### src/design/mffc_pkg.sv
// Purpose: shared constants for the motor field and fault configuration bank
// Assumes: 32-bit APB register access, one clock at 40 MHz
// Notes:   percentages are in tenths of a percent for the brake limit, whole percent elsewhere

package mffc_pkg;

	// ---------------------------------------------------------------
	// register byte offsets
	// ---------------------------------------------------------------
	localparam logic [7:0]  MFFC_OFS_CLOSED_LOOP_TWO = 8'h48;
	localparam logic [7:0]  MFFC_OFS_FLUX_TORQUE     = 8'h4C;
	localparam logic [7:0]  MFFC_OFS_LOCK_FAULT      = 8'h50;
	localparam logic [7:0]  MFFC_OFS_IRQ_STATUS      = 8'h60;
	localparam logic [7:0]  MFFC_OFS_IRQ_ENABLE      = 8'h64;
	localparam logic [7:0]  MFFC_OFS_IRQ_CLEAR       = 8'h68;

	// ---------------------------------------------------------------
	// reset values and masks
	// ---------------------------------------------------------------
	localparam logic [31:0] MFFC_RST_CLOSED_LOOP_TWO = 32'h0000_0000;
	localparam logic [31:0] MFFC_RST_FLUX_TORQUE     = 32'h0000_0000;
	localparam logic [31:0] MFFC_RST_LOCK_FAULT      = 32'h0000_0000;
	localparam logic [31:0] MFFC_FLUX_TORQUE_MASK    = 32'h0000_007F;

	// ---------------------------------------------------------------
	// field positions
	// ---------------------------------------------------------------
	localparam int          MFFC_BRAKE_LSB           = 19;
	localparam int          MFFC_TPA_BIT             = 6;
	localparam int          MFFC_FW_REF_LSB          = 4;
	localparam int          MFFC_FW_CAP_LSB          = 1;
	localparam int          MFFC_FW_EN_BIT           = 0;
	localparam int          MFFC_RETRY_LSB           = 2;
	localparam int          MFFC_MODE_LSB            = 0;

	// interrupt status bits
	localparam int          MFFC_IRQ_W               = 3;
	localparam int          MFFC_ST_LOCK_FAULT       = 0;
	localparam int          MFFC_ST_LOCK_REPORT      = 1;
	localparam int          MFFC_ST_RETRY_DONE       = 2;

	// ---------------------------------------------------------------
	// timing
	// ---------------------------------------------------------------
	localparam int          MFFC_CLK_HZ              = 40_000_000;
	localparam int          MFFC_TICK_MS             = 1;
	localparam int          MFFC_TICK_CYCLES         = MFFC_CLK_HZ / 1000 * MFFC_TICK_MS;
	localparam logic [13:0] MFFC_RETRY_MS_C0         = 14'd100;
	localparam logic [13:0] MFFC_RETRY_MS_C1         = 14'd500;
	localparam logic [13:0] MFFC_RETRY_MS_C2         = 14'd1000;
	localparam logic [13:0] MFFC_RETRY_STEP_MS       = 14'd1000;

	typedef enum logic [1:0] {
		MFFC_LOCK_LATCH,
		MFFC_LOCK_RETRY,
		MFFC_LOCK_REPORT,
		MFFC_LOCK_OFF
	} mffc_lock_mode_t;

endpackage : mffc_pkg

### src/design/mffc_regs.sv
// Purpose: APB register bank for brake limit, field control and lock fault setup
// Assumes: lock_detect is a one-cycle pulse from the control algorithm
// Notes:   zero-wait APB slave, read data loaded in the setup cycle
// Function
// - five-bit brake current code in bits 23..19 of closed_loop_setup_two, reset 0.
// - field-control bit 6 enables torque-per-amp control, reset 0.
// - field-control bits 5..4 pick modulation target 70, 80, 90, 95%.
// - bits 3..1 cap field weakening current: 0 circular only, 80..20%.
// - bit 0 enables field weakening; bits 31..7 read as zero.
// - lock fault bits 5..2 pick retry 100ms, 500ms, 1s, then 2..14s.
// - lock mode 0 latches a fault and drives fault_out_low active.
// - lock mode 1 clears the lock fault after the retry interval.
// - lock mode 2 only reports a lock, never stops the motor.
// - lock mode 3 disables lock detection entirely.
//
// Our own choice: the APB slave port.

`timescale 1ns/100ps
`default_nettype none

module mffc_regs
	import mffc_pkg::*;
#(
	parameter int CYCLES_PER_MS = MFFC_TICK_CYCLES
)
(
	// clock and reset
	input  wire logic        clk,
	input  wire logic        reset,
	// apb slave
	input  wire logic        psel,
	input  wire logic        penable,
	input  wire logic        pwrite,
	input  wire logic [7:0]  paddr,
	input  wire logic [31:0] pwdata,
	output logic             pready,
	output logic             pslverr,
	output logic [31:0]      prdata,
	// motor control side
	input  wire logic        lock_detect,
	output logic [9:0]       brake_current_limit,
	output logic             torque_per_amp_enable,
	output logic             field_weaken_enable,
	output logic [6:0]       mod_index_target_pct,
	output logic [6:0]       field_weaken_current_cap,
	output logic             motor_stop,
	output logic             fault_out_low,
	output logic             irq
);

	// ---------------------------------------------------------------
	// decoders
	// ---------------------------------------------------------------
	function automatic logic [9:0] brake_tenths(input logic [4:0] code);
		logic [9:0] c;
		c = {5'h00, code};
		if (code <= 5'h04)
			brake_tenths = 10'd75 + 10'(c * 10'd5);
		else if (code <= 5'h0D)
			brake_tenths = 10'd100 + 10'((c - 10'd5) * 10'd10);
		else if (code == 5'h0E)
			brake_tenths = 10'd200;
		else if (code <= 5'h12)
			brake_tenths = 10'd225 + 10'((c - 10'd15) * 10'd25);
		else if (code <= 5'h18)
			brake_tenths = 10'd350 + 10'((c - 10'd19) * 10'd50);
		else if (code == 5'h19)
			brake_tenths = 10'd700;
		else
			brake_tenths = 10'd750 + 10'((c - 10'd26) * 10'd50);
	endfunction : brake_tenths

	function automatic logic [13:0] retry_ms(input logic [3:0] code);
		unique case (code)
			4'h0:    retry_ms = MFFC_RETRY_MS_C0;
			4'h1:    retry_ms = MFFC_RETRY_MS_C1;
			4'h2:    retry_ms = MFFC_RETRY_MS_C2;
			default: retry_ms = 14'(({10'h000, code} - 14'd1) * MFFC_RETRY_STEP_MS);
		endcase
	endfunction : retry_ms

	// ---------------------------------------------------------------
	// storage
	// ---------------------------------------------------------------
	logic [31:0]            closed_loop_setup_two;
	logic [31:0]            flux_and_torque_control;
	logic [31:0]            lock_fault_setup;
	logic [MFFC_IRQ_W-1:0]  irq_status;
	logic [MFFC_IRQ_W-1:0]  irq_enable;
	logic [15:0]            ms_div;
	logic [13:0]            ms_count;

	logic                   setup_phase;
	logic                   wr_access;
	logic                   mapped;
	logic                   wr_clear;
	logic [MFFC_IRQ_W-1:0]  clear_bits;
	mffc_lock_mode_t        lock_response_mode;
	logic [3:0]             lock_retry_interval;
	logic [13:0]            retry_limit_ms;
	logic                   lock_fault;
	logic                   lock_set;
	logic                   report_set;
	logic                   retry_active;
	logic                   auto_clear;
	logic                   ms_tick;

	assign setup_phase         = psel && !penable;
	assign wr_access           = psel && penable && pwrite;
	assign lock_response_mode  = mffc_lock_mode_t'(lock_fault_setup[MFFC_MODE_LSB +: 2]);
	assign lock_retry_interval = lock_fault_setup[MFFC_RETRY_LSB +: 4];
	assign retry_limit_ms      = retry_ms(lock_retry_interval);
	assign lock_fault          = irq_status[MFFC_ST_LOCK_FAULT];

	always_comb
	begin
		unique case (paddr)
			MFFC_OFS_CLOSED_LOOP_TWO,
			MFFC_OFS_FLUX_TORQUE,
			MFFC_OFS_LOCK_FAULT,
			MFFC_OFS_IRQ_STATUS,
			MFFC_OFS_IRQ_ENABLE,
			MFFC_OFS_IRQ_CLEAR: mapped = 1'b1;
			default:            mapped = 1'b0;
		endcase
	end

	// ---------------------------------------------------------------
	// apb handshake
	// ---------------------------------------------------------------
	assign pready  = 1'b1;
	assign pslverr = psel && penable && !mapped;

	always_ff @(posedge clk or posedge reset)
	begin
		if (reset)
			prdata <= 32'h0000_0000;
		else if (setup_phase && !pwrite)
		begin
			unique case (paddr)
				MFFC_OFS_CLOSED_LOOP_TWO: prdata <= closed_loop_setup_two;
				MFFC_OFS_FLUX_TORQUE:     prdata <= flux_and_torque_control & MFFC_FLUX_TORQUE_MASK;
				MFFC_OFS_LOCK_FAULT:      prdata <= lock_fault_setup;
				MFFC_OFS_IRQ_STATUS:      prdata <= {{(32-MFFC_IRQ_W){1'b0}}, irq_status};
				MFFC_OFS_IRQ_ENABLE:      prdata <= {{(32-MFFC_IRQ_W){1'b0}}, irq_enable};
				default:                  prdata <= 32'h0000_0000;
			endcase
		end
	end

	// ---------------------------------------------------------------
	// configuration registers
	// ---------------------------------------------------------------
	always_ff @(posedge clk or posedge reset)
	begin
		if (reset)
		begin
			closed_loop_setup_two   <= MFFC_RST_CLOSED_LOOP_TWO;
			flux_and_torque_control <= MFFC_RST_FLUX_TORQUE;
			lock_fault_setup        <= MFFC_RST_LOCK_FAULT;
			irq_enable              <= '0;
		end
		else if (wr_access)
		begin
			if (paddr == MFFC_OFS_CLOSED_LOOP_TWO)
				closed_loop_setup_two   <= pwdata;
			if (paddr == MFFC_OFS_FLUX_TORQUE)
				flux_and_torque_control <= pwdata & MFFC_FLUX_TORQUE_MASK;
			if (paddr == MFFC_OFS_LOCK_FAULT)
				lock_fault_setup        <= pwdata;
			if (paddr == MFFC_OFS_IRQ_ENABLE)
				irq_enable              <= pwdata[MFFC_IRQ_W-1:0];
		end
	end

	// ---------------------------------------------------------------
	// decoded control outputs
	// ---------------------------------------------------------------
	always_ff @(posedge clk or posedge reset)
	begin
		if (reset)
		begin
			brake_current_limit      <= 10'd75;
			torque_per_amp_enable    <= 1'b0;
			field_weaken_enable      <= 1'b0;
			mod_index_target_pct     <= 7'd70;
			field_weaken_current_cap <= 7'd0;
		end
		else
		begin
			brake_current_limit   <= brake_tenths(closed_loop_setup_two[MFFC_BRAKE_LSB +: 5]);
			torque_per_amp_enable <= flux_and_torque_control[MFFC_TPA_BIT];
			field_weaken_enable   <= flux_and_torque_control[MFFC_FW_EN_BIT];
			unique case (flux_and_torque_control[MFFC_FW_REF_LSB +: 2])
				2'd0: mod_index_target_pct <= 7'd70;
				2'd1: mod_index_target_pct <= 7'd80;
				2'd2: mod_index_target_pct <= 7'd90;
				2'd3: mod_index_target_pct <= 7'd95;
			endcase
			// zero means only the circular limit applies
			if (flux_and_torque_control[MFFC_FW_CAP_LSB +: 3] == 3'd0)
				field_weaken_current_cap <= 7'd0;
			else
				field_weaken_current_cap <= 7'(7'd90 - 7'd10 * {4'h0, flux_and_torque_control[MFFC_FW_CAP_LSB +: 3]});
		end
	end

	// ---------------------------------------------------------------
	// lock handling
	// ---------------------------------------------------------------
	// mode 3 appears in neither set term, so detection is off there
	assign lock_set     = lock_detect && (lock_response_mode == MFFC_LOCK_LATCH
	                      || lock_response_mode == MFFC_LOCK_RETRY);
	assign report_set   = lock_detect && lock_response_mode == MFFC_LOCK_REPORT;
	assign retry_active = lock_fault && lock_response_mode == MFFC_LOCK_RETRY;
	assign ms_tick      = ms_div == 16'(CYCLES_PER_MS - 1);
	assign auto_clear   = retry_active && ms_count >= retry_limit_ms && !lock_detect;

	// retry timer restarts on each new lock
	always_ff @(posedge clk or posedge reset)
	begin
		if (reset)
		begin
			ms_div   <= 16'h0000;
			ms_count <= 14'h0000;
		end
		else if (!retry_active || lock_detect || auto_clear)
		begin
			ms_div   <= 16'h0000;
			ms_count <= 14'h0000;
		end
		else if (ms_tick)
		begin
			ms_div   <= 16'h0000;
			ms_count <= ms_count + 14'd1;
		end
		else
			ms_div   <= ms_div + 16'd1;
	end

	// ---------------------------------------------------------------
	// sticky status, set beats clear
	// ---------------------------------------------------------------
	assign wr_clear   = wr_access && paddr == MFFC_OFS_IRQ_CLEAR;
	assign clear_bits = wr_clear ? pwdata[MFFC_IRQ_W-1:0] : '0;

	always_ff @(posedge clk or posedge reset)
	begin
		if (reset)
			irq_status <= '0;
		else
		begin
			if (lock_set)
				irq_status[MFFC_ST_LOCK_FAULT] <= 1'b1;
			else if (auto_clear || clear_bits[MFFC_ST_LOCK_FAULT])
				irq_status[MFFC_ST_LOCK_FAULT] <= 1'b0;
			if (report_set)
				irq_status[MFFC_ST_LOCK_REPORT] <= 1'b1;
			else if (clear_bits[MFFC_ST_LOCK_REPORT])
				irq_status[MFFC_ST_LOCK_REPORT] <= 1'b0;
			if (auto_clear)
				irq_status[MFFC_ST_RETRY_DONE] <= 1'b1;
			else if (clear_bits[MFFC_ST_RETRY_DONE])
				irq_status[MFFC_ST_RETRY_DONE] <= 1'b0;
		end
	end

	assign motor_stop    = lock_fault;
	assign fault_out_low = !lock_fault;
	assign irq           = |(irq_status & irq_enable);
endmodule : mffc_regs

`default_nettype wire

### config.mk
export PLATFORM = sky130hd
export DESIGN_NAME = mffc_regs
export DESIGN_NICKNAME = d
export VERILOG_FILES = /design/src/design/mffc_pkg.sv /design/src/design/mffc_regs.sv
export SDC_FILE = /design/constraint.sdc
export NUM_CORES = 1
export LEC_CHECK = 0
export BUFFER_PORTS_ARGS = -buffer_cell sky130_fd_sc_hd__buf_4
export CAP_MARGIN = 25
export CORE_UTILIZATION = 60
export CTS_CLUSTER_SIZE = 14
export DETAILED_ROUTE_END_ITERATION = 10
export HOLD_SLACK_MARGIN = 0.15
export PLACE_DENSITY = 0.81
export SKIP_CTS_REPAIR_TIMING = 1
export SYNTH_ARGS = -nofsm -noshare
export SYNTH_HDL_FRONTEND = slang
export SYNTH_SLANG_ARGS = --single-unit
### constraint.sdc
create_clock -name clk -period 14.4 [get_ports clk]
set_input_delay 3.6 -clock clk [delete_from_list [all_inputs] [get_ports clk]]
set_output_delay 3.6 -clock clk [all_outputs]
set_load 0.01 [all_outputs]
# [Word-level counts from Yosys, hierarchy flattened]
# Cells that the tools add are included.
# Widths: inputs -> output; s select.
[classes] addsub=13 n_mul=7 order_cmp=5 eq_ne=16 muxes=22 n_bitwise=1 reduce_logical=35
[ops] op="$pmux 32 s5" count=1
[ops] op="$mux 10" count=6
[ops] op="$eq 8x7->1 const B" count=6
[ops] op="$pmux 14 s3" count=1
[ops] op="$mux 16" count=2
[ops] op="$mux 14" count=2
[ops] op="$pmux 7 s4" count=1
[ops] op="$mul 10x5->9 const B" count=2
[ops] op="$add 16x1->16 const B" count=1
[ops] op="$eq 16x16->1 const B" count=1
[ops] op="$add 14x1->14 const B" count=1
[ops] op="$ge 14x14->1" count=1
[ops] op="$mul 14x7->11 const B" count=1
[ops] op="$sub 5x5->6 const B" count=2
[ops] op="$logic_and 1x1->1" count=11
[ops] op="$add 10x10->10 const A" count=1
[ops] op="$add 7x10->10 const A" count=1
[ops] op="$add 8x10->10 const A" count=1
[ops] op="$add 9x10->10 const A" count=1
[ops] op="$le 5x5->1 const B" count=2
[ops] op="$mul 10x3->9 const B" count=1
[ops] op="$mul 6x6->10 const B" count=1
[ops] op="$add 7x8->9 const A" count=1
[ops] op="$mul 5x3->8 const B" count=1
[ops] op="26 further kinds" count=50
[totals] register_bits=165 inputBits=46 out_inout_bits=63

# [Depth between registers and ports, before layout]
[logic_depth] word_depth=9 mapped_depth=27 depth_no_buf=25

# [Worst setup path before layout]
# No wires, ideal clock.
[synth_timing] kind="input to output" start="in paddr[3]" end="out pslverr" t_arrival_ps=4818 required_time_ps=10800 slack_ps=5982 path_stages=4 cell_sequence="or3b_1 -> or3b_2 -> nor2_1 -> nor4_1"
[synth_between] elab_chain_len=5 word_cells_on_any_way=10 cone_classes="eq/ne: 6; mux: 1; reduce/logical: 3"
[synth_rtl] element="start: declaration" line="mffc_regs.sv:34" source="input wire logic [7:0] paddr,"
[synth_rtl] element="$eq 8x7->1" line="mffc_regs.sv:117" source="unique case (paddr)"
[synth_rtl] element="$reduce_or 6->1 *" line="mffc_regs.sv:117"
[synth_rtl] element="$mux 1 *" line="mffc_regs.sv:117"
[synth_rtl] element="$logic_not 1->1 *" line="mffc_regs.sv:132" source="assign pslverr = psel && penable && !mapped;"
[synth_rtl] element="$logic_and 1x1->1 *" line="mffc_regs.sv:132"
[synth_rtl] element="end: declaration" line="mffc_regs.sv:37" source="output logic pslverr,"
# Every way passes the cells marked *; elsewhere a longest branch is shown, timed or not.

# [Final worst setup path]
# Same ends and word-level chain as after synthesis.

==> impl_metrics.json <==
{
  "whs_path_depth": 0,
  "dpl.hpwl_um": 16900,
  "yosysSeqAreaShare_pct": 37.5,
  "hold_start": "flux_and_torque_control[6]$_DFFE_PP0P_",
  "min_period_ps": 8790,
  "portBuffers": 104,
  "ys_ff_latch": 162,
  "outcome": "complete, no violations",
  "viasPerCell": 5.80,
  "drt-total-wl_um": 23500,
  "drt_iter0_drc": 449,
  "drive_above_1_share_pct": 20.3,
  "dieArea_um2": 18600,
  "whs_ps": 415,
  "cp.depth": 6,
  "skew_ps": 11.4,
  "crit_fanout": 5,
  "synth_area_um2": 10800,
  "clk_latency_ps": 430,
  "antenna_found_initial": 0,
  "hold_end": "torque_per_amp_enable$_DFF_PP0_",
  "maxCapViolCount": 0,
  "setup_viol": 0,
  "clk_pin_slew_ps": 70,
  "fp.dieW_um": 136,
  "htreeDepth": 4,
  "r2r-end": "ms_div[9]$_DFF_PP0_",
  "synth-simple-area-share_pct": 10.0,
  "yosysWarnings": 0,
  "grt_max_degree": 97,
  "ant_nets": 0,
  "grt_first_pass_wirelength_um": 39300,
  "crit_path_frequent_cell": "buf_4",
  "crit_chain": "buf_4, or3b_1, or3b_2, nor2_1, nor4_1, buf_4",
  "crit_required_ps": 10800,
  "cp-start-kind": "input port",
  "io_pins": 109,
  "dp_cells": 1355,
  "diodes": 0,
  "hold_viol_final": 0,
  "final_core_util_pct": 70.8,
  "reg2reg_depth": 25,
  "wire_per_inst_um": 17.0,
  "nets": 1338,
  "die_y_um": 136,
  "yosys.area_share.xor_xnor_pct": 8.99,
  "overflow": 0,
  "r2r_slack_ps": 8100,
  "stdcell_count": 1387,
  "tritoncts": "yes",
  "pwr_density_cell_nw_per_um2": 107,
  "rsz0062_at_grt": "no",
  "path_buf_inv": 2,
  "slowest_stage": "or3b_2",
  "cts_made_buffers": 17,
  "cts.sinks": 162,
  "fmaxAchievable_mhz": 114,
  "muxShareOfSynthArea_pct": 7.37,
  "ir_drop_mv": 0.0863,
  "gp_congestion": 0.899,
  "synth-compound-area-share_pct": 12.2,
  "cts_root_buf": "clkbuf_16",
  "p_leak_nw": 5.96,
  "num_rows": 48,
  "cpPeakStageDelay_ps": 490,
  "initial_core_util_pct": 61.9,
  "crit_family": "simple AND/OR/NAND/NOR gates",
  "fin_crit_sh_pct": 61.0,
  "drt_pass1_iterations": 4,
  "grt_pass1_vias": 8174,
  "synth-main-ff-cell": "dfrtp_1",
  "crit_path_end_kind": "primary output",
  "synth_cells": 1059,
  "worst_pin_slew_ps": 1010,
  "vias": 8039,
  "r2r-start": "lock_fault_setup[4]$_DFFE_PP0P_",
  "core_area_um2": 17500,
  "synth-edff-count": 0,
  "setup_tns_ps": 0,
  "setup.worst_path.class": "in -> out",
  "grt.total_usage_pct": 27.0,
  "synth_cell_types": 69,
  "hold_class": "reg -> reg",
  "synthArstFlopShare_pct": 100,
  "synth_top_family_by_area": "adder cells",
  "cts_buffer_depth": 2,
  "place_area_um2": 11800,
  "arrival_ps": 5190,
  "slew_headroom_pct": 32.3,
  "synthAdderAreaFrac_pct": 18.3,
  "drc": 0,
  "syn_area_per_cell_um2": 10.2,
  "final_max_slew_viol_count": 0,
  "synthToLayoutAreaGrowth_pct": 14.3,
  "stdcell_area_um2": 12400
}
cell type report:
type	count	area [µm²]
fill	1265	5100
tap	225	282
multi-input combinational	758	6190
inverter	97	369
clock buffer	17	425
timing repair buffer	113	848
clock inverter	15	199
sequential	162	4060
power by group:
part / internal, mW / total [mW] / switching (mW)
sequential: 0.481 / 0.496 / 0.0155
clock: 0.238 / 0.461 / 0.222
combinational: 0.172 / 0.364 / 0.191
worst max-delay path by stage:
stage,startpoint,endpoint,slack [ps]
6_report,paddr[3],pslverr,5610
5_1_grt,paddr[3],pslverr,5510
4_1_cts,paddr[3],pslverr,5610
3_5_place_dp,paddr[3],pslverr,5620
3_3_place_gp,paddr[3],pslverr,5640
2_1_floorplan,paddr[3],pslverr,5980
state kept, by name, summed over array words and instances (netlist names):
register and flops:
brake_current_limit 10, closed_loop_setup_two 32, field_weaken_current_cap 6, field_weaken_enable 1, flux_and_torque_control 7, irq_enable 3, irq_status 3, lock_fault_setup 32
mod_index_target_pct 5, ms_count 14, ms_div 16, prdata 32, torque_per_amp_enable 1
routing by layer:
layer  vias to the layer above  routed length, µm  global-route usage (%)
li1                       3831                  -                       -
met1                      3920              10000                    34.3
met2                       235              11600                    45.1
met3                        53               1280                    5.03
met4                         0                696                    11.0
met5                         -                  0                       0
cell usage after synthesis (6+ instances only):
library cell / n / area [µm²]
dfrtp_1: 156 / 3900
ha_1: 117 / 1460
inv_1: 95 / 357
nor2_1: 81 / 304
a21oi_1: 69 / 345
mux2_2: 69 / 777
xnor2_1: 64 / 561
nand2_1: 57 / 214
xor2_1: 42 / 368
a22oi_1: 33 / 248
fa_1: 26 / 521
clkbuf_1: 24 / 90.1
nor3_1: 24 / 120
o21ai_0: 24 / 120
nand3_1: 22 / 110
a21o_1: 13 / 97.6
a31oi_1: 10 / 62.6
o21a_1: 10 / 75.1
buf_2: 9 / 45.0
buf_4: 7 / 52.6
dfstp_2: 6 / 158
o211ai_1: 6 / 45.0
per-stage QoR:
step | worst slack (ps) | power [mW]
floorplan | 5980 | 0.765
global placement | 5640 | 0.857
detailed placement | 5620 | 0.870
CTS | 5610 | 1.33
global route | 5510 | 1.40
finish | 5610 | 1.32
cells by family after synthesis:
| group | count (synthesis) |
|---|---|
| other cells | 2 |
| mux | 71 |
| fa+ha+maj | 143 |
| flops | 162 |
| xor+xnor | 108 |
| buf+inv | 141 |
| simple gates | 229 |
| compound gates | 203 |
cells in the final DEF (no fill, tap or decap), types with 6 or more instances in the layout:
master,instances
dfrtp_1,156
ha_1,117
buf_4,113
inv_1,94
nor2_1,81
mux2_2,69
a21oi_1,69
xnor2_1,64
nand2_1,57
xor2_1,42
a22oi_1,33
fa_1,26
o21ai_0,24
nor3_1,23
nand3_1,22
clkbuf_16,17
a21o_1,13
o21a_1,10
a31oi_1,10
clkinv_8,7
o211ai_1,6
dfstp_2,6
(Power assumes the default switching activity.)
